**src/rtl/rx_payload_pkg.sv**
```systemverilog
// Package for the receive payload output port: register map, field layouts,
// reset values, frame geometry and timing constants.
// Assumes an 8-bit register port and a 250 MHz system clock.
`default_nettype none
package rx_payload_pkg;

  // Register offsets
  localparam logic [7:0] PRIMARY_CONTROL_OFS = 8'h01;
  localparam logic [7:0] OUTPUT_CONTROL_OFS  = 8'h04;
  localparam logic [7:0] FRAMER_STATUS_OFS   = 8'h10;
  localparam logic [7:0] ERR_COUNT_LO_OFS    = 8'h20;
  localparam logic [7:0] ERR_COUNT_HI_OFS    = 8'h21;

  // Output control register layout, bit 7 down to bit 0
  typedef struct packed {
    logic [1:0] spare;
    logic       e3Mode;
    logic       diagLoopback;
    logic       outputClockInvert;
    logic       framePulseInvert;
    logic       markerPolarityInvert;
    logic       markerModeSelect;
  } output_ctrl_t;

  // Primary control register layout
  typedef struct packed {
    logic [2:0] spare;
    logic       manualCounterUpdate;
    logic       autoCounterUpdateEn;
    logic [2:0] spareLow;
  } primary_ctrl_t;

  // Framer status register layout
  typedef struct packed {
    logic [5:0] spare;
    logic       outOfFrame;
    logic       signalLoss;
  } framer_status_t;

  localparam output_ctrl_t  OUTPUT_CTRL_RST  = 8'h00;
  localparam primary_ctrl_t PRIMARY_CTRL_RST = 8'h00;

  // Frame geometry
  localparam logic [12:0] DS3_LAST_POS   = 13'h1297; // 4760 bits per multiframe
  localparam logic [6:0]  DS3_BLOCK_LAST = 7'h54;    // 85 bits per block
  localparam logic [12:0] E3_LAST_POS    = 13'h05ff; // 1536 bits per frame
  localparam logic [12:0] E3_OVH_BITS    = 13'h000c; // Bits 1 to 12

  // Counter load deadline
  localparam int CLOCK_PERIOD_PS   = 4000;
  localparam int LOAD_DEADLINE_NS  = 100;
  localparam int LOAD_DEADLINE_CYC = (LOAD_DEADLINE_NS * 1000) / CLOCK_PERIOD_PS;
  localparam int LOAD_LATENCY_CYC  = 4;

endpackage
`default_nettype wire

```
**src/rtl/receive_payload_output_port.sv**
```systemverilog
// Receive payload output stage of one framer: serial data, payload marker,
// frame boundary pulse, alarm outputs, counter update strobe.
// Assumes framer core signals share the system clock; link clocks and the
// external update strobe are asynchronous pins.
//
// Overview of operation
// - Marker pin is a data enable when mode bit is 0, gapped clock when 1.
// - Data enable is active during payload bits, inactive during overhead bits.
// - Gapped clock toggles on payload bit positions, stays still on overhead.
// - DS3 overhead is the first bit of every 85-bit block, all else payload.
// - E3 overhead is frame bits 1 to 12.
// - Polarity bit inverts the data enable, or the gapped clock.
// - Frame pulse lasts one link clock cycle on the last frame bit.
// - Frame pulse is active high, active low when its invert bit is 1.
// - Loss output is high exactly while the framer is in loss of signal.
// - Out-of-frame output is high exactly while the framer is out of frame.
// - Loss and out-of-frame states are readable in the status register.
// - External update works only when auto-update is enabled; it reaches all framers.
// - Rising edge of the update request copies live error counts to readable registers.
// - Counter registers are loaded well within 100 ns of the update edge.
// - Update request is the OR of the external strobe and the manual bit.
// - Output clock follows the line clock, or the transmit clock in loopback.
// - Data launches on output clock rise, or fall when output clock is inverted.
//
// Our own choices: the register addresses and the plain strobed port.
`default_nettype none
module receive_payload_output_port
  import rx_payload_pkg::*;
(
  // Clock and reset
  input  wire  logic        clock,
  input  wire  logic        arst_n,
  // Link clock pins
  input  wire  logic        rxLineClock,
  input  wire  logic        txInputClock,
  // Framer core, system clock domain
  input  wire  logic        coreBitData,
  input  wire  logic        coreFrameStart,
  input  wire  logic        coreSignalLoss,
  input  wire  logic        coreOutOfFrame,
  input  wire  logic [15:0] coreErrCount,
  // Counter update strobe pin and fan-out
  input  wire  logic        extCounterUpdateIn,
  output logic              counterUpdatePulse,
  // Serial output side
  output logic              rxOutputClock,
  output logic              rxSerialDataOut,
  output logic              rxPayloadEnable,
  output logic              rxFramePulse,
  output logic              rxSignalLossOut,
  output logic              rxOutOfFrameOut,
  // Register port
  input  wire  logic [7:0]  regAddr,
  input  wire  logic [7:0]  regWdata,
  input  wire  logic        regWrite,
  input  wire  logic        regRead,
  output logic [7:0]        regRdata
);

  // Overhead classification of a bit position
  function automatic logic isOverhead(input logic e3, input logic [12:0] pos, input logic [6:0] blk);
    isOverhead = e3 ? (pos < E3_OVH_BITS) : (blk == 7'h00);
  endfunction

  // Last bit of a frame
  function automatic logic isLastBit(input logic e3, input logic [12:0] pos);
    isLastBit = e3 ? (pos == E3_LAST_POS) : (pos == DS3_LAST_POS);
  endfunction

  output_ctrl_t   outCtrl_r;
  output_ctrl_t   outCtrl_nxt;
  primary_ctrl_t  priCtrl_r;
  primary_ctrl_t  priCtrl_nxt;
  framer_status_t status;
  logic [15:0]    errHeld_r;
  logic [15:0]    errHeld_nxt;
  logic [7:0]     rdata_r;
  logic [7:0]     rdata_nxt;

  logic [1:0]     lineSync_r;
  logic [1:0]     txSync_r;
  logic [2:0]     updSync_r;
  logic           selClk;
  logic           selPrev_r;
  logic           tick;

  logic [12:0]    pos_r;
  logic [12:0]    pos_nxt;
  logic [6:0]     blk_r;
  logic [6:0]     blk_nxt;
  logic           payload_r;
  logic           payload_nxt;
  logic           last_r;
  logic           last_nxt;
  logic           data_r;
  logic           data_nxt;
  logic           outClk_r;
  logic           outClk_nxt;
  logic           marker_r;
  logic           marker_nxt;
  logic           frame_r;
  logic           frame_nxt;
  logic           los_r;
  logic           oof_r;
  logic           updReq;
  logic           updPrev_r;
  logic           updEdge;
  logic           updPulse_r;

  // Two-flop synchronisers plus one edge stage
  always_ff @(posedge clock or negedge arst_n) begin
    if (!arst_n) begin
      lineSync_r <= 2'h0;
      txSync_r   <= 2'h0;
      updSync_r  <= 3'h0;
    end else begin
      lineSync_r <= {lineSync_r[0], rxLineClock};
      txSync_r   <= {txSync_r[0], txInputClock};
      updSync_r  <= {updSync_r[1:0], extCounterUpdateIn};
    end
  end

  // Source clock choice and its rising edge
  assign selClk = outCtrl_r.diagLoopback ? txSync_r[1] : lineSync_r[1];
  assign tick   = selClk & ~selPrev_r;

  // Bit position tracking and output next values
  always_comb begin
    pos_nxt     = pos_r;
    blk_nxt     = blk_r;
    payload_nxt = payload_r;
    last_nxt    = last_r;
    data_nxt    = data_r;
    if (tick) begin
      if (coreFrameStart || isLastBit(outCtrl_r.e3Mode, pos_r)) begin
        pos_nxt = 13'h0000;
        blk_nxt = 7'h00;
      end else begin
        pos_nxt = pos_r + 13'h0001;
        blk_nxt = (blk_r == DS3_BLOCK_LAST) ? 7'h00 : blk_r + 7'h01;
      end
      payload_nxt = ~isOverhead(outCtrl_r.e3Mode, pos_nxt, blk_nxt);
      last_nxt    = isLastBit(outCtrl_r.e3Mode, pos_nxt);
      data_nxt    = coreBitData;
    end
    // Output clock copies the source, inverted on request
    outClk_nxt = selClk ^ outCtrl_r.outputClockInvert;
    // Marker: enable level or gapped clock
    if (outCtrl_r.markerModeSelect) begin
      marker_nxt = (selClk & payload_nxt) ^ outCtrl_r.markerPolarityInvert;
    end else begin
      marker_nxt = payload_nxt ^ outCtrl_r.markerPolarityInvert;
    end
    frame_nxt = last_nxt ^ outCtrl_r.framePulseInvert;
  end

  // Serial output registers
  always_ff @(posedge clock or negedge arst_n) begin
    if (!arst_n) begin
      selPrev_r <= 1'b0;
      pos_r     <= 13'h0000;
      blk_r     <= 7'h00;
      payload_r <= 1'b0;
      last_r    <= 1'b0;
      data_r    <= 1'b0;
      outClk_r  <= 1'b0;
      marker_r  <= 1'b0;
      frame_r   <= 1'b0;
    end else begin
      selPrev_r <= selClk;
      pos_r     <= pos_nxt;
      blk_r     <= blk_nxt;
      payload_r <= payload_nxt;
      last_r    <= last_nxt;
      data_r    <= data_nxt;
      outClk_r  <= outClk_nxt;
      marker_r  <= marker_nxt;
      frame_r   <= frame_nxt;
    end
  end

  // Alarm followers
  always_ff @(posedge clock or negedge arst_n) begin
    if (!arst_n) begin
      los_r <= 1'b0;
      oof_r <= 1'b0;
    end else begin
      los_r <= coreSignalLoss;
      oof_r <= coreOutOfFrame;
    end
  end

  // Update request and its rising edge
  assign updReq  = (updSync_r[2] & priCtrl_r.autoCounterUpdateEn) | priCtrl_r.manualCounterUpdate;
  assign updEdge = updReq & ~updPrev_r;

  always_ff @(posedge clock or negedge arst_n) begin
    if (!arst_n) begin
      updPrev_r  <= 1'b0;
      updPulse_r <= 1'b0;
    end else begin
      updPrev_r  <= updReq;
      updPulse_r <= updEdge;
    end
  end

  // Status view
  always_comb begin
    status            = 8'h00;
    status.signalLoss = los_r;
    status.outOfFrame = oof_r;
  end

  // Register next values and read mux
  always_comb begin
    outCtrl_nxt = outCtrl_r;
    priCtrl_nxt = priCtrl_r;
    errHeld_nxt = errHeld_r;
    rdata_nxt   = 8'h00;
    if (regWrite && regAddr == OUTPUT_CONTROL_OFS) begin
      outCtrl_nxt = regWdata;
    end
    if (regWrite && regAddr == PRIMARY_CONTROL_OFS) begin
      priCtrl_nxt = regWdata;
    end
    if (updEdge) begin
      errHeld_nxt = coreErrCount;
    end
    if (regRead) begin
      case (regAddr)
        OUTPUT_CONTROL_OFS:  rdata_nxt = outCtrl_r;
        PRIMARY_CONTROL_OFS: rdata_nxt = priCtrl_r;
        FRAMER_STATUS_OFS:   rdata_nxt = status;
        ERR_COUNT_LO_OFS:    rdata_nxt = errHeld_r[7:0];
        ERR_COUNT_HI_OFS:    rdata_nxt = errHeld_r[15:8];
        default:             rdata_nxt = 8'h00;
      endcase
    end
  end

  always_ff @(posedge clock or negedge arst_n) begin
    if (!arst_n) begin
      outCtrl_r <= OUTPUT_CTRL_RST;
      priCtrl_r <= PRIMARY_CTRL_RST;
      errHeld_r <= 16'h0000;
      rdata_r   <= 8'h00;
    end else begin
      outCtrl_r <= outCtrl_nxt;
      priCtrl_r <= priCtrl_nxt;
      errHeld_r <= errHeld_nxt;
      rdata_r   <= rdata_nxt;
    end
  end

  // Port drives
  assign rxOutputClock      = outClk_r;
  assign rxSerialDataOut    = data_r;
  assign rxPayloadEnable    = marker_r;
  assign rxFramePulse       = frame_r;
  assign rxSignalLossOut    = los_r;
  assign rxOutOfFrameOut    = oof_r;
  assign counterUpdatePulse = updPulse_r;
  assign regRdata           = rdata_r;

  localparam int DEADLINE = LOAD_DEADLINE_CYC;
endmodule
`default_nettype wire

```
**config.mk**
```make
export PLATFORM = sky130hd
export DESIGN_NAME = receive_payload_output_port
export DESIGN_NICKNAME = d
export VERILOG_FILES = /design/src/rtl/rx_payload_pkg.sv /design/src/rtl/receive_payload_output_port.sv
export SDC_FILE = /design/constraint.sdc
export NUM_CORES = 1
export LEC_CHECK = 0
export ABC_AREA = 1
export BUFFER_PORTS_ARGS = -buffer_cell sky130_fd_sc_hd__buf_4
export CAP_MARGIN = 20
export CORE_AREA = 2 2 108 110
export CTS_CLUSTER_DIAMETER = 200
export DETAILED_ROUTE_END_ITERATION = 6
export DIE_AREA = 0 0 110 112
export GPL_TIMING_DRIVEN = 1
export PLACE_DENSITY = 0.63
export REMOVE_ABC_BUFFERS = 1
export SYNTH_ARGS = -nofsm -noshare
export SYNTH_HDL_FRONTEND = slang
export SYNTH_SLANG_ARGS = --single-unit
```
**constraint.sdc**
```tcl
create_clock -name clock -period 1.7 [get_ports clock]
set_input_delay 0 -clock clock [delete_from_list [all_inputs] [get_ports clock]]
set_output_delay 0 -clock clock [all_outputs]
set_load 0.02 [all_outputs]
```
Word level (Yosys, flattened, before mapping)
Index checks and enable logic that the tools add are counted.
{"block": "classes", "magnitude_cmp": 1, "muxes": 14, "n_bitwise": 12, "n_eq_ne": 10, "n_reduce_logical": 4, "n_addsub": 2}
{"operator": "case mux 8 bit (5 select lines)", "count": 1}
{"operator": "== test 13 x 11 -> 1 bit, second input constant", "count": 2}
{"operator": "== test 13 bit, second input constant", "count": 2}
{"operator": "two-way mux 13 bit", "count": 2}
{"operator": "two-way mux 7 bit", "count": 3}
{"operator": "== test 8 x 6 -> 1 bit, second input constant", "count": 2}
{"operator": "adder 13 x 1 -> 13 bit, second input constant", "count": 1}
{"operator": "less-than comparator 13 x 4 -> 1 bit, second input constant", "count": 1}
{"operator": "== test 8 x 1 -> 1 bit, second input constant", "count": 1}
{"operator": "== test 8 x 3 -> 1 bit, second input constant", "count": 1}
{"operator": "== test 8 x 5 -> 1 bit, second input constant", "count": 1}
{"operator": "two-way mux 8 bit", "count": 1}
{"operator": "adder 7 x 1 -> 7 bit, second input constant", "count": 1}
{"operator": "== test 7 bit, second input constant", "count": 1}
{"operator": "logical NOT 7 bit", "count": 1}
{"operator": "two-way mux 1 bit", "count": 7}
{"operator": "AND 1 bit", "count": 4}
{"operator": "XOR 1 bit", "count": 4}
{"operator": "NOT 1 bit", "count": 3}
{"operator": "logical AND 1 bit", "count": 2}
{"operator": "logical OR 1 bit", "count": 1}
{"operator": "bitwise OR 1 bit", "count": 1}
{"block": "totals", "output_inout_bits": 15, "reg_bits": 78, "in_bits": 43, "wordCells": 72}

Logic depth before layout (Yosys ltp)
Gate-level depths: netlist of the first run.
{"block": "depth", "word_depth": 12, "mapped_depth": 16, "ltp_nobuf": 16}

Least setup slack after synthesis of the first run
No wires, ideal clock.
{"block": "synth_path", "path_type": "reg-to-reg", "startpoint": "reg pos_r[0]", "endpoint": "reg frame_r (netlist: rxFramePulse)", "arrival_time_ps": 1636, "stages_incl_launch_ff": 13, "path_buffers": 1, "synth_period_minus_slack_ps": 1753, "path_slack_ps": -53, "t_required_ps": 1584, "setup_time_ps": 116, "path_cell_list": "dfrtp_1 > ha_1 > nand2_1 > nor2_1 > nand3_4 > buf_6 > nand3_2 > nor3_1 > nand3_1 > a21oi_1 > nand2_1 > nand3_1 > nand2_1"}
{"block": "synth_via", "elab_chain_len": 9, "word_cells_on_any_way": 12, "cone_classes": "add/sub (1); eq/ne (4); mux (5); bitwise (1); reduce/logical (1)"}
{"element": "from (decl)", "line_no": "receive_payload_output_port.sv:87", "rtl": "logic [12:0] pos_r;"}
{"element": "from (signal assigned)", "line_no": "receive_payload_output_port.sv:171", "rtl": "pos_r <= pos_nxt;"}
{"element": "branches (longest 3 deep; another with adder 13 x 1 -> 13 bit)"}
{"element": "two-way mux 13 bit *", "line_no": "receive_payload_output_port.sv:135", "rtl": "if (coreFrameStart || isLastBit(outCtrl_r.e3Mode, pos_r)) begin"}
{"element": "two-way mux 13 bit *", "line_no": "receive_payload_output_port.sv:134", "rtl": "if (tick) begin"}
{"element": "== test 13 bit or == test 13 x 11 -> 1 bit (tied branches)", "line_no": "receive_payload_output_port.sv:67", "rtl": "isLastBit = e3 ? (pos == E3_LAST_POS) : (pos == DS3_LAST_POS);"}
{"element": "two-way mux 1 bit *", "line_no": "receive_payload_output_port.sv:67"}
{"element": "two-way mux 1 bit *", "line_no": "receive_payload_output_port.sv:134"}
{"element": "XOR 1 bit *", "line_no": "receive_payload_output_port.sv:154", "rtl": "frame_nxt = last_nxt ^ outCtrl_r.framePulseInvert;"}
{"element": "net frame_nxt", "line_no": "receive_payload_output_port.sv:102", "rtl": "logic frame_nxt;"}
{"element": "to (signal assigned)", "line_no": "receive_payload_output_port.sv:178", "rtl": "frame_r <= frame_nxt;"}
{"element": "to (decl)", "line_no": "receive_payload_output_port.sv:101", "rtl": "logic frame_r;"}
Mark *: on every way through the listed nets, which the timed path passes. The select of a mux whose other input is x is not followed.
A chain may end at the register's enable or synchronous reset.

Final worst setup path of the first run
{"block": "layout_path", "startpoint": "reg pos_r[5]", "endpoint": "reg payload_r"}
{"block": "layout_via", "elab_chain_len": 9, "word_cells_on_any_way": 14, "cone_classes": "add/sub (1); order compare (1); eq/ne (2); mux (7); bitwise (1); reduce/logical (2)"}
{"element": "branches (longest 6 deep; another with adder 13 x 1 -> 13 bit)"}
{"element": "two-way mux 1 bit *", "line_no": "receive_payload_output_port.sv:62", "rtl": "isOverhead = e3 ? (pos < E3_OVH_BITS) : (blk == 7'h00);"}
{"element": "NOT 1 bit *", "line_no": "receive_payload_output_port.sv:142", "rtl": "payload_nxt = ~isOverhead(outCtrl_r.e3Mode, pos_nxt, blk_nxt);"}
{"element": "two-way mux 1 bit *", "line_no": "receive_payload_output_port.sv:134"}
{"element": "net payload_nxt", "line_no": "receive_payload_output_port.sv:92", "rtl": "logic payload_nxt;"}
{"element": "to (signal assigned)", "line_no": "receive_payload_output_port.sv:173", "rtl": "payload_r <= payload_nxt;"}
{"element": "to (decl)", "line_no": "receive_payload_output_port.sv:91", "rtl": "logic payload_r;"}
Marked as above.

==> impl_summary.md, run 1 <==
Pwr
In this run the static leakage power is 2.612 nW. The maximum resistive drop on vdd is 624.4 uV. The power density over cell area is 911.4 nW/um^2.

STA
At the pin with the least slew margin, the transition time is 0.5243 ns. In this run the tightest slew margin relative to its limit is 64.68%. The final worst clock skew is 0.008384 ns. The setup TNS is -0.6036 ns. The number of pins with negative max-slew slack in the final report came to 0. Dividing the final minimum period by the clock period gives 112.0%. The final period demand of the worst path is 1.904 ns. The number of endpoints with negative hold slack in the final report is 0. Static timing analysis puts the maximum clock frequency at 525.3 MHz. Hold is met by 0.05108 ns. In the post-route analysis, the smallest setup slack over all paths is -0.2035 ns. Setup repair after global routing could not meet its margin everywhere. The final setup violation count is 4.

Worst hold path
The path class of the tightest hold or removal check is input port to register. The worst hold path passes through 3 cells.

Synthesis
Of all flip-flops after synthesis, the portion carrying an async set or reset was 100.0%. The sequential share of the synthesized area is 51.37%. The average size of a mapped cell is 8.000 sq um. The post-synthesis instance total is 475. dfrtp_1 takes more of the synthesized area than any other cell. The proportion of netlist area held by the largest area contributor is 51.37%. After synthesis, the cell types taking the most area are dfrtp_1, nand2_1, nand3_1, o21ai_0, inv_1. After synthesis the netlist holds a flip-flop and latch count of 78. After synthesis, the most frequently instantiated cells are nand2_1, dfrtp_1, nand3_1, o21ai_0, inv_1. Yosys printed 0 warnings.

The combined area of all synthesized cells is 3800 sq um. The number of different library cells in the post-synthesis netlist is 35. The prevailing post-synth register cell is dfrtp_1. In the post-synthesis netlist, the cell with the most instances is nand2_1. Yosys mapped a number of flops with a built-in enable equal to 0.

Setup path
In this run the number of cells on the critical path is 12. The launching point of the worst reg2reg path is pos_r[5]. In this design, the stage delay of the slowest critical-path cell is 0.45 ns. Following the worst setup path forward leads to its endpoint at payload_r. The largest fanout on the critical path is 8.

The setup slack of the most critical reg-to-reg path is -0.20 ns. For this design, the slowest cell found on the critical path is dfrtp_2. Tracing the worst setup path back leads to its startpoint at pos_r[5]. The critical path is of the register to register type.

The type of element launching the critical path is a register. The worst endpoint data arrival time is 2.13 ns. Counting both buffers and inverters, the worst setup path holds a total of 2.

In this design, the critical path's most frequently occurring cell is nand2_1. The critical path goes through nor2_2 > nand2_1 > o21ai_2 > nand3_4 > buf_6 > nand4_1 > nand2_1 > nor2_1 > nand3_1 > nand2_1 > nand2_2 > buf_4. In this run the critical register-to-register path is captured at payload_r. The cell family contributing the most delay on the critical path is simple AND/OR/NAND/NOR gates.

For the worst flop-to-flop path, the logic depth is 12. The sort of element at the end of the critical path is a register. At the worst endpoint, the required time is 1.93 ns.

Route
The detail-routed net length per standard cell is 12.81 um. The final antenna-violating net count is 0. In this run, the number of DRC markers left after iteration 0 of detailed routing was 143.

The routed wire length is 9786 um. Using the TritonRoute via totals, the vias-per-cell ratio works out to 4.686. Before antenna repair, the detailed router went through 4 iterations. The overall via count from detail_route is 3,580. In the routed design, unresolved DRC markers number 0.

Die
The die extent in y is 112 um. The die width is 110 um. For this design the top-level I/O count stands at 58. The initial standard-cell utilization of the core is 34.01%. The die covers 12,320 sq um. The area of the placeable core is 11,170 sq um. The row count is 39.

Place
Routability-driven placement finished with a final weighted congestion of 0.9418. The count of buffers added on input and output ports is 57. The wire-length estimate of the detail-placed layout is 6911 um. OpenSTA, run right after detailed placement, puts the worst setup slack at -0.2327 ns.

Clock tree
The clock edge transition at the registers on the reported setup and hold paths is 0.06 ns. In this run the number of H-tree levels came out at 3. No sink is reached through more buffers than the 2 on the longest clock path. The clock tree root driver cell is clkbuf_16. Counting the buffers created by CTS gives 9. At the later pin of the worst-skew pair, clock insertion delay measures 0.33 ns. TritonCTS built the clock tree. The tree built by TritonCTS fans out to 78 sinks.

Global route
The number of global-route vias before repair was 3,554. Entering global routing, the biggest net connects 79 pins. The initial antenna violation count is 0. The overall routing resource usage is 16.79%. Global routing finished with a remaining overflow of 0. The wire length of the first global-routing pass is 16,330 um.

Layout
The final-layout fill cell count is 1,036. The count of inserted antenna diode cells is 0. From synthesis to final layout, the design area changed by 44.88%. The fraction of layout instances using a drive strength above 1 is 27.70%. The net count of the finished layout is 662.

Job
Max-cap violations in this run came to 0.

Run status
The run finished, with violations left. The checks that failed: setup timing.
[worst min-delay path by stage]
stage | endpoint | start
5_1_grt | regRdata[2] | regRead
4_1_cts | regRdata[5] | regRead
3_3_place_gp | pos_r[6] | arst_n
3_5_place_dp | pos_r[6] | arst_n
6_report | regRdata[5] | regRead
2_1_floorplan | blk_r[0] | arst_n
[power breakdown]
group / internal, mW / switching (mW)
combinational: 0.374 / 0.399
sequential: 2.13 / 0.168
clock: 1.15 / 0.798
[sequential cells by signal, indices dropped and copies added, names as in the netlist, 3 cells and up]
register	count
errHeld_r	16
outCtrl_r	8
updSync_r	3
blk_r	7
pos_r	13
regRdata	8
priCtrl_r	8
[cells by family after synthesis]
| family | synth area share [%] |
|---|---|
| xor+xnor | 1.613 |
| buf+inv | 5.861 |
| fa+ha+maj | 0.9879 |
| simple gates | 32.17 |
| compound gates | 8.002 |
| flops | 51.37 |
[what timing repair did]
| item | in CTS | in global routing |
|---|---|---|
| setup buffers | 1 | 4 |
| pin swaps | 6 | 17 |
| hold buffers | 31 | 0 |
| resized for setup | 12 | 22 |
| cloned | 0 | 0 |
| endpoints found under the setup margin | 4 | 7 |
| hold endpoints to repair | 115 | 0 |
[per-layer routing]
layer / part of all wire, % / global-route usage [%]
met5: 0 / 0
met4: 1.5 / 4.810
met3: 4.3 / 3.747
met2: 50 / 27.65
met1: 44 / 22.03
[final cells by class]
| class | count | area [sq um] | area share (%) |
|---|---|---|---|
| flip-flops and latches | 78 | 1957 | 35.55 |
| clock buffers | 10 | 229.0 | 4.159 |
| clock inverters | 6 | 68.82 | 1.250 |
| multi-input cells | 342 | 1734 | 31.50 |
| well taps | 143 | 178.9 | 3.250 |
| inverters | 42 | 157.7 | 2.864 |
| repair buffers | 143 | 1180 | 21.43 |
[cells in the final DEF (no fill, tap or decap), types with 2 or more instances in the layout]
cell           count
nand2_1          160
buf_4            109
dfrtp_1           74
nand3_1           43
o21ai_0           39
inv_1             35
dlygate4sd3_1     31
nor2_1            26
nand2_2            9
clkbuf_16          9
nor2_2             8
nand4_1            7
a41oi_1            5
inv_2              4
nand3_2            4
nor3_2             4
dfrtp_2            4
nor3_1             3
clkinv_1           3
a21oi_1            3
xor2_1             3
and2_1             2
and3_1             2
a221oi_1           2
xnor2_1            2
nand2_4            2
nor2_4             2
ha_1               2
inv_6              2
buf_12             2
[per-stage QoR]
step                      util, %  cell area (sq um)  std cells  power, mW
after global routing        49.27               5505        764      5.276
final                       49.27               5505        764      5.018
after CTS                   48.29               5396        760      5.037
after global placement      42.44               4742        712      2.981
after floorplan                 -               3735        462      2.646
after detailed placement    42.44               4742        712      3.006
[tightest hold or removal path: stages]
cell     delay [ns]
buf_4          0.11
inv_1          0.15
a41oi_1        0.06
Note: power is estimated with default switching activity, not from simulation.
==> run 2: changes to the inputs <==
--- a/config.mk
+++ b/config.mk
@@ -15,6 +15,7 @@
 export GPL_TIMING_DRIVEN = 1
 export PLACE_DENSITY = 0.63
 export REMOVE_ABC_BUFFERS = 1
+export SETUP_SLACK_MARGIN = 0.2
 export SYNTH_ARGS = -nofsm -noshare
 export SYNTH_HDL_FRONTEND = slang
 export SYNTH_SLANG_ARGS = --single-unit
==> run 2 against run 1 <==
The flow still finishes with violations (setup timing). Sequential share of layout area shrank 1.0 points. Fmax decreased by 2.6%. Worst setup slack worse by 0.051 ns. Wire length increased by 5.7%. Total power rose by 1.1%. Critical endpoint is now rxFramePulse. Largest power group unchanged.
==> impl_summary.md, run 2 (synthesized netlist as in run 1, its figures left out) <==
Run status
The run finished, with violations left. The checks that failed: setup timing.

Clock tree
The worst-skew pair later-pin latency is 0.33 ns (about the same). The number of CTS-inserted buffers is 9 (unchanged). The H-tree level count is 3 (unchanged). The clock edge transition at the registers on the reported setup and hold paths is 0.07 ns (about the same). TritonCTS built the clock tree. The deepest clock path buffer count is 2 (unchanged). The number of clock sinks is 78 (unchanged). The root buffer cell chosen for the clock tree is clkbuf_16.

Worst hold path
The launch point of the worst hold path is regRead. The worst-case hold path end point is regRdata[5]. The worst hold path stage count is 3 (unchanged). The worst hold path belongs to the class input port to register.

STA
The final setup violation count is 4 (unchanged). Setup repair after global routing could not meet its margin everywhere. The timing-limited maximum frequency is 511.5 MHz (-2.6%).

The worst slew margin relative to its limit is 64.13% (-0.55 points). The portion of the clock cycle consumed by the worst path in the final layout is 115.0% (+3.0 points). The pin slew with the least headroom to its limit is 0.5324 ns (+0.008169 ns).

The number of endpoints with negative hold slack in the final report was 0 (unchanged). The number of pins with negative max-slew slack in the final report is 0 (unchanged). The smallest setup slack after layout came to -0.2549 ns (-0.05136 ns). The final worst clock skew came to 0.007793 ns (-0.0005915 ns). The final period demand of the worst path was 1.955 ns (+0.05136 ns). The setup TNS is -0.9084 ns (-0.3048 ns).

Setup path
In this run the critical register-to-register path is launched from pos_r[1]. The setup slack of the most critical reg-to-reg path is -0.25 ns (-0.05 ns). The required time reported for the critical path endpoint is 1.97 ns (+0.04 ns).

The worst register-to-register path ends at rxFramePulse. The length in cells of the worst reg-to-reg path is 13 (+1). STA classifies the critical path startpoint as a register. The worst endpoint data arrival time is 2.23 ns (+0.10 ns).

The type of the setup path with the least slack is register to register. The largest fanout on the critical path is 4 (-4). The worst setup path is captured at a register.

Layout
The fraction of layout instances using a drive strength above 1 is 31.37% (+3.7 points). The flip-flop count of the largest register, all copies and words added is 16 (unchanged). The area growth from synthesis to final layout is 49.26%. The final instance area is 5672 sq um (+3.0%).

The count of inserted antenna diode cells is 0 (unchanged). errHeld_r holds more flip-flops than any other register. In the layout the commonest cells are nand2_1, buf_4, dfrtp_1, inv_1, nand3_1. The largest registers in the layout are errHeld_r x16, pos_r x13. The final-layout fill cell count is 1,009 (-2.6%). The most common library cell in the layout ignoring fill and taps is nand2_1. The total number of nets in the final design is 669 (+1.1%).

The post-route non-filler standard cell count came to 771 (+0.92%).

Pwr
The power density over cell area is 894.2 nW/um^2 (-1.9%). The power consumption is 5.072 mW (+1.1%). The static power due to leakage is 2.674 nW (+2.4%). The maximum resistive drop on vdd is 622.3 uV (-0.34%).

Die
The initial standard-cell utilization of the core is 34.01% (unchanged). The die extent in y is 112 um (unchanged). The die width came to 110 um (unchanged). The row count is 39 (unchanged). The I/O pin count is 58 (unchanged). The area of the die was 12,320 sq um (unchanged). The area of the placeable core is 11,170 sq um (unchanged).

Route
The sum of routed wire segments on met1 came to 4285 um (-0.46%). The detailed route wirelength on metal2 is 5214 um (+6.1%). The residual DRC count is 0 (unchanged). The number of detailed-route iterations in the first pass is 5 (+1). The routed wire length is 10,340 um (+5.7%).

The overall via count from detail_route is 3,725 (+4.1%). The detail-routed net length per standard cell is 13.41 um (+4.7%). After detailed routing, no signal wire sits above met4. The met3 layer wire length in the routed design is 634 um (+51%). The starting DRC count in detailed routing is 171 (+20%). The final antenna-violating net count was 0 (unchanged). The via count normalized by instance count came to 4.831 (+3.1%).

Global route
The number of global-route vias before repair came to 3,589 (+0.98%). The initial antenna violation count is 0 (unchanged). The total overflow reported by the global router is 0 (unchanged). The wire length of the first global-routing pass is 16,380 um (+0.29%).

The largest net degree at the start of global routing is 79 (unchanged). The overall routing resource usage is 16.84% (+0.051 points).

Place
The total cell area at the placement stage is 4742 sq um (unchanged). The pre-CTS setup slack came to -0.2327 ns (unchanged). The number of buffers inserted by port buffering came to 57 (unchanged). The number of cells in the design after placement was 712 (unchanged). The placed wire-length estimate after detailed placement is 6911 um (unchanged).

The global placer's final weighted congestion is 0.9418 (unchanged).

Job
The count of max-cap constraint violations is 0 (unchanged).
run 2: cell count changes in the layout (fill, tap and decap cells not counted), moves of 3 or more:
cell	before	now
o21ai_0	39	33
nand3_2	4	12
nor2_1	26	23
o21ai_2	1	4
o21ai_1	1	4
nand3_1	43	34
buf_4	109	114
run 2: timing repair:
action / 4_1_cts / 5_1_grt
setup buffers: 2 / 8
pin swaps: 7 / 21
hold buffers: 31 / 0
setup endpoints to repair: 19 / 24
hold endpoints to repair: 115 / 0
resized for setup: 17 / 46
cloned: 0 / 2
run 2: worst max path at each step:
stage,from,endpoint,depth (start not counted)
2_1_floorplan,outCtrl_r[4],rxPayloadEnable,10
3_3_place_gp,pos_r[4],rxPayloadEnable,14
3_5_place_dp,pos_r[4],rxPayloadEnable,14
4_1_cts,pos_r[5],rxPayloadEnable,13
5_1_grt,pos_r[1],rxFramePulse,14
6_report,pos_r[1],rxFramePulse,13
run 2: area by class of cell:
cell class / instances / area [sq um] / share of cell area (%)
Multi-Input combinational cell: 343 / 1838 / 32.41
Tap cell: 143 / 178.9 / 3.155
Inverter: 42 / 157.7 / 2.780
Timing Repair Buffer: 149 / 1242 / 21.91
Clock inverter: 6 / 68.82 / 1.213
Clock buffer: 10 / 229.0 / 4.037
Sequential cell: 78 / 1957 / 34.50
run 2: worst max-delay path: stages, from the launching register on:
cell,delay [ns]
dfrtp_1,0.41
ha_4,0.17
nand2_4,0.07
nor2_4,0.14
nand2_2,0.09
xnor2_2,0.22
nand4_1,0.19
nor2_1,0.15
nand2_1,0.08
a21oi_2,0.15
nand2_2,0.08
nand2_2,0.06
nand2_1,0.05
nand2_1,0.04
run 2: report_power, final:
part | switching [mW] | leakage [nW] | internal [mW]
sequential | 0.167 | 1.01 | 2.13
combinational | 0.431 | 1.52 | 0.404
clock | 0.790 | 0.143 | 1.15
run 2: metal layers:
metal | up-vias | track usage, %
met5 | - | 0
met4 | 0 | 4.895
met3 | 24 | 3.747
met2 | 136 | 27.81
met1 | 1724 | 22.00
li1 | 1841 | -
run 2: metrics by stage:
stage	hold WS (ns)	utilization [%]
global route	0.06972	50.76
floorplan	-0.2956	-
finish	0.04839	50.76
detailed placement	0.05721	42.44
global placement	0.05632	42.44
CTS	0.04252	48.49
==> run 3: changes to the inputs <==
--- a/config.mk
+++ b/config.mk
@@ -13,9 +13,11 @@
 export DETAILED_ROUTE_END_ITERATION = 6
 export DIE_AREA = 0 0 110 112
 export GPL_TIMING_DRIVEN = 1
+export HOLD_SLACK_MARGIN = 0.02
 export PLACE_DENSITY = 0.63
 export REMOVE_ABC_BUFFERS = 1
 export SETUP_SLACK_MARGIN = 0.2
+export SKIP_LAST_GASP = 1
 export SYNTH_ARGS = -nofsm -noshare
 export SYNTH_HDL_FRONTEND = slang
 export SYNTH_SLANG_ARGS = --single-unit
==> run 3 against run 2 <==
The flow still finishes with violations (setup timing). Fmax down 1.5%. Clock skew about the same. Global-route usage down 0.051 points. Die area unchanged. Sequential share of layout area down 0.47 points. Combinational power up 3.8%. Wire length up 1.2%. Critical path type unchanged. Largest cell class unchanged.
==> impl_summary.md, run 3 (synthesized netlist as in run 1, its figures left out) <==
Layout
The area used by multi-input combinational logic was 1841 sq um (+0.14%). The count of inserted antenna diode cells is 0 (unchanged). The library cell used most frequently in the layout, excluding fill and tap cells, is nand2_1. The total number of nets in the final design was 673 (+0.60%). The final-layout fill cell count is 998 (-1.1%).

The flip-flop count of the largest register, all copies and words added is 16 (unchanged). The fraction of layout instances using a drive strength above 1 was 31.96% (+0.59 points). The area growth from synthesis to final layout is 51.30%. The final instance area was 5749 sq um (+1.4%). The largest registers in the layout are errHeld_r x16, pos_r x13. The most flop-heavy register is errHeld_r. The share of the core filled with cells in the final layout came to 51.45% (+0.69 points).

In the layout the commonest cells are nand2_1, buf_4, dfrtp_1. The area taken by flip-flops and latches is 1957 sq um (unchanged).

Pwr
The power consumption is 5.114 mW (+0.83%). The power density over cell area is 889.5 nW/um^2 (-0.53%). The static power due to leakage was 2.710 nW (+1.4%). The maximum resistive drop on vdd came to 625.3 uV (+0.48%).

Route
The residual DRC count is 0 (unchanged). The routed wire length is 10,460 um (+1.2%). The final antenna-violating net count is 0 (unchanged). The starting DRC count in detailed routing is 207 (+21%). The number of detailed-route iterations in the first pass was 7 (+2). The detail-routed net length per standard cell is 13.50 um (+0.67%). The via count normalized by instance count is 4.806 (-0.52%). The overall via count from detail_route came to 3,725 (unchanged).

Global route
The largest net degree at the start of global routing is 79 (unchanged). The total overflow reported by the global router came to 0 (unchanged). The initial antenna violation count came to 0 (unchanged). The overall routing resource usage came to 16.79% (-0.051 points). The number of global-route vias before repair came to 3,571 (-0.50%). The wire length of the first global-routing pass is 16,350 um (-0.21%).

Setup path
The stage delay of the slowest cell on the critical path came to 0.45 ns (+0.04 ns). The length in cells of the worst reg-to-reg path came to 12 (-1). Walking the worst path, the cells encountered are nor2_2 > nand2_1 > o21ai_2 > nand3_4 > buf_12 > nand3_4 > nand3_2 > nor2_1 > nand3_1 > nand2_1 > nand2_2 > buf_4. The type of element launching the critical path is a register. For this design, the slowest cell found on the critical path is dfrtp_2.

The sort of element at the end of the critical path is a register. The required time reported for the critical path endpoint was 1.93 ns (-0.04 ns). The worst endpoint data arrival time is 2.22 ns (about the same). The setup slack of the most critical reg-to-reg path is -0.29 ns (-0.03 ns). The type of the setup path with the least slack is register to register.

The largest fanout on the critical path is 5 (+1).

Place
The placed wire-length estimate after detailed placement came to 6911 um (unchanged). The total cell area at the placement stage is 4742 sq um (unchanged). The number of buffers inserted by port buffering was 57 (unchanged). The global placer's final weighted congestion is 0.9418 (unchanged).

Clock tree
The worst-skew pair later-pin latency is 0.33 ns (about the same). The deepest clock path buffer count is 2 (unchanged). CTS placed an instance of clkbuf_16 at the clock tree root. The clock edge transition at the registers on the reported setup and hold paths is 0.06 ns (about the same). TritonCTS built the clock tree. The number of CTS-inserted buffers came to 9 (unchanged). The H-tree level count is 3 (unchanged).

The number of clock sinks was 78 (unchanged).

STA
The worst slew margin relative to its limit is 64.91% (+0.78 points). The final worst clock skew is 0.007407 ns (-0.0003856 ns). The timing-limited maximum frequency is 503.7 MHz (-1.5%). The number of pins with negative max-slew slack in the final report was 0 (unchanged). The smallest setup slack after layout came to -0.2852 ns (-0.03026 ns). The number of endpoints with negative hold slack in the final report is 0 (unchanged). Setup repair after global routing could not meet its margin everywhere. The portion of the clock cycle consumed by the worst path in the final layout was 116.8% (+1.8 points). The final period demand of the worst path is 1.985 ns (+0.03026 ns).

The final setup violation count is 4 (unchanged). The pin slew with the least headroom to its limit is 0.5209 ns (-0.01154 ns).

Die
The row count is 39 (unchanged). The area of the placeable core was 11,170 sq um (unchanged). The die width is 110 um (unchanged). The I/O pin count is 58 (unchanged). The die extent in y is 112 um (unchanged). The area of the die is 12,320 sq um (unchanged). The initial standard-cell utilization of the core is 34.01% (unchanged).

Run status
The final reports fail on setup timing. The run finished, with violations left.

Worst hold path
The type of the most critical hold path is input port to register. The worst hold path stage count is 3 (unchanged).

Job
The count of max-cap constraint violations is 0 (unchanged).
[run 3: path summary, 6_finish.rpt]
| path | startpoint | end |
|---|---|---|
| hold / removal | regRead | regRdata[5] |
| max in group asynchronous | arst_n | pos_r[6] |
| min in group asynchronous | arst_n | pos_r[3] |
| setup reg to reg | pos_r[5] | payload_r |
| hold reg to reg | txSync_r[0] | txSync_r[1] |
| setup / recovery | pos_r[5] | payload_r |
[run 3: stage by stage]
step | hold slack (ns) | setup TNS, ns | setup slack (ns) | std cells
2_1_floorplan | -0.2956 | -7.628 | -0.5811 | 462
3_3_place_gp | 0.05632 | -0.7802 | -0.2690 | 712
3_5_place_dp | 0.05721 | -0.6369 | -0.2327 | 712
4_1_cts | 0.04252 | -0.4193 | -0.1660 | 761
5_1_grt | 0.06972 | -1.916 | -0.4707 | 775
6_report | 0.04899 | -0.9631 | -0.2852 | 775
[run 3: report_power, final]
group | switching, mW | leakage [nW] | internal [mW]
clock network | 0.798 | 0.143 | 1.15
logic | 0.442 | 1.55 | 0.425
registers | 0.170 | 1.01 | 2.13
total | 1.41 | 2.71 | 3.70
[run 3: area by class of cell]
class / instances / area share (%)
Tap cell: 143 / 3.112
Multi-Input combinational cell: 343 / 32.01
Inverter: 42 / 2.807
Sequential cell: 78 / 34.04
Clock buffer: 10 / 3.983
Timing Repair Buffer: 153 / 22.85
Clock inverter: 6 / 1.197
[run 3: layer usage]
metal  GRT usage (%)  vias to the layer above  part of all wire, %
li1                -                     1849                    -
met1           21.91                     1724                   41
met4           4.810                        0                  1.4
met5               0                        -                    0
met2           27.77                      132                   52
met3           3.747                       20                  5.7
[run 3: worst max-delay path, delay by kind of cell (launching register included)]
family,cells,cell delay [ns]
AND/OR/NAND/NOR,9,0.90
buffers and inverters,2,0.32
AO/OA/AOI/OAI,1,0.21
flip-flops,1,0.45
[run 3: timing repair]
item / in CTS / in global routing
pin swaps: 6 / 21
setup endpoints to repair: 19 / 24
resized for setup: 14 / 55
cloned: 0 / 3
setup buffers: 2 / 11
hold buffers: 31 / 0
endpoints found under the hold margin: 116 / 0
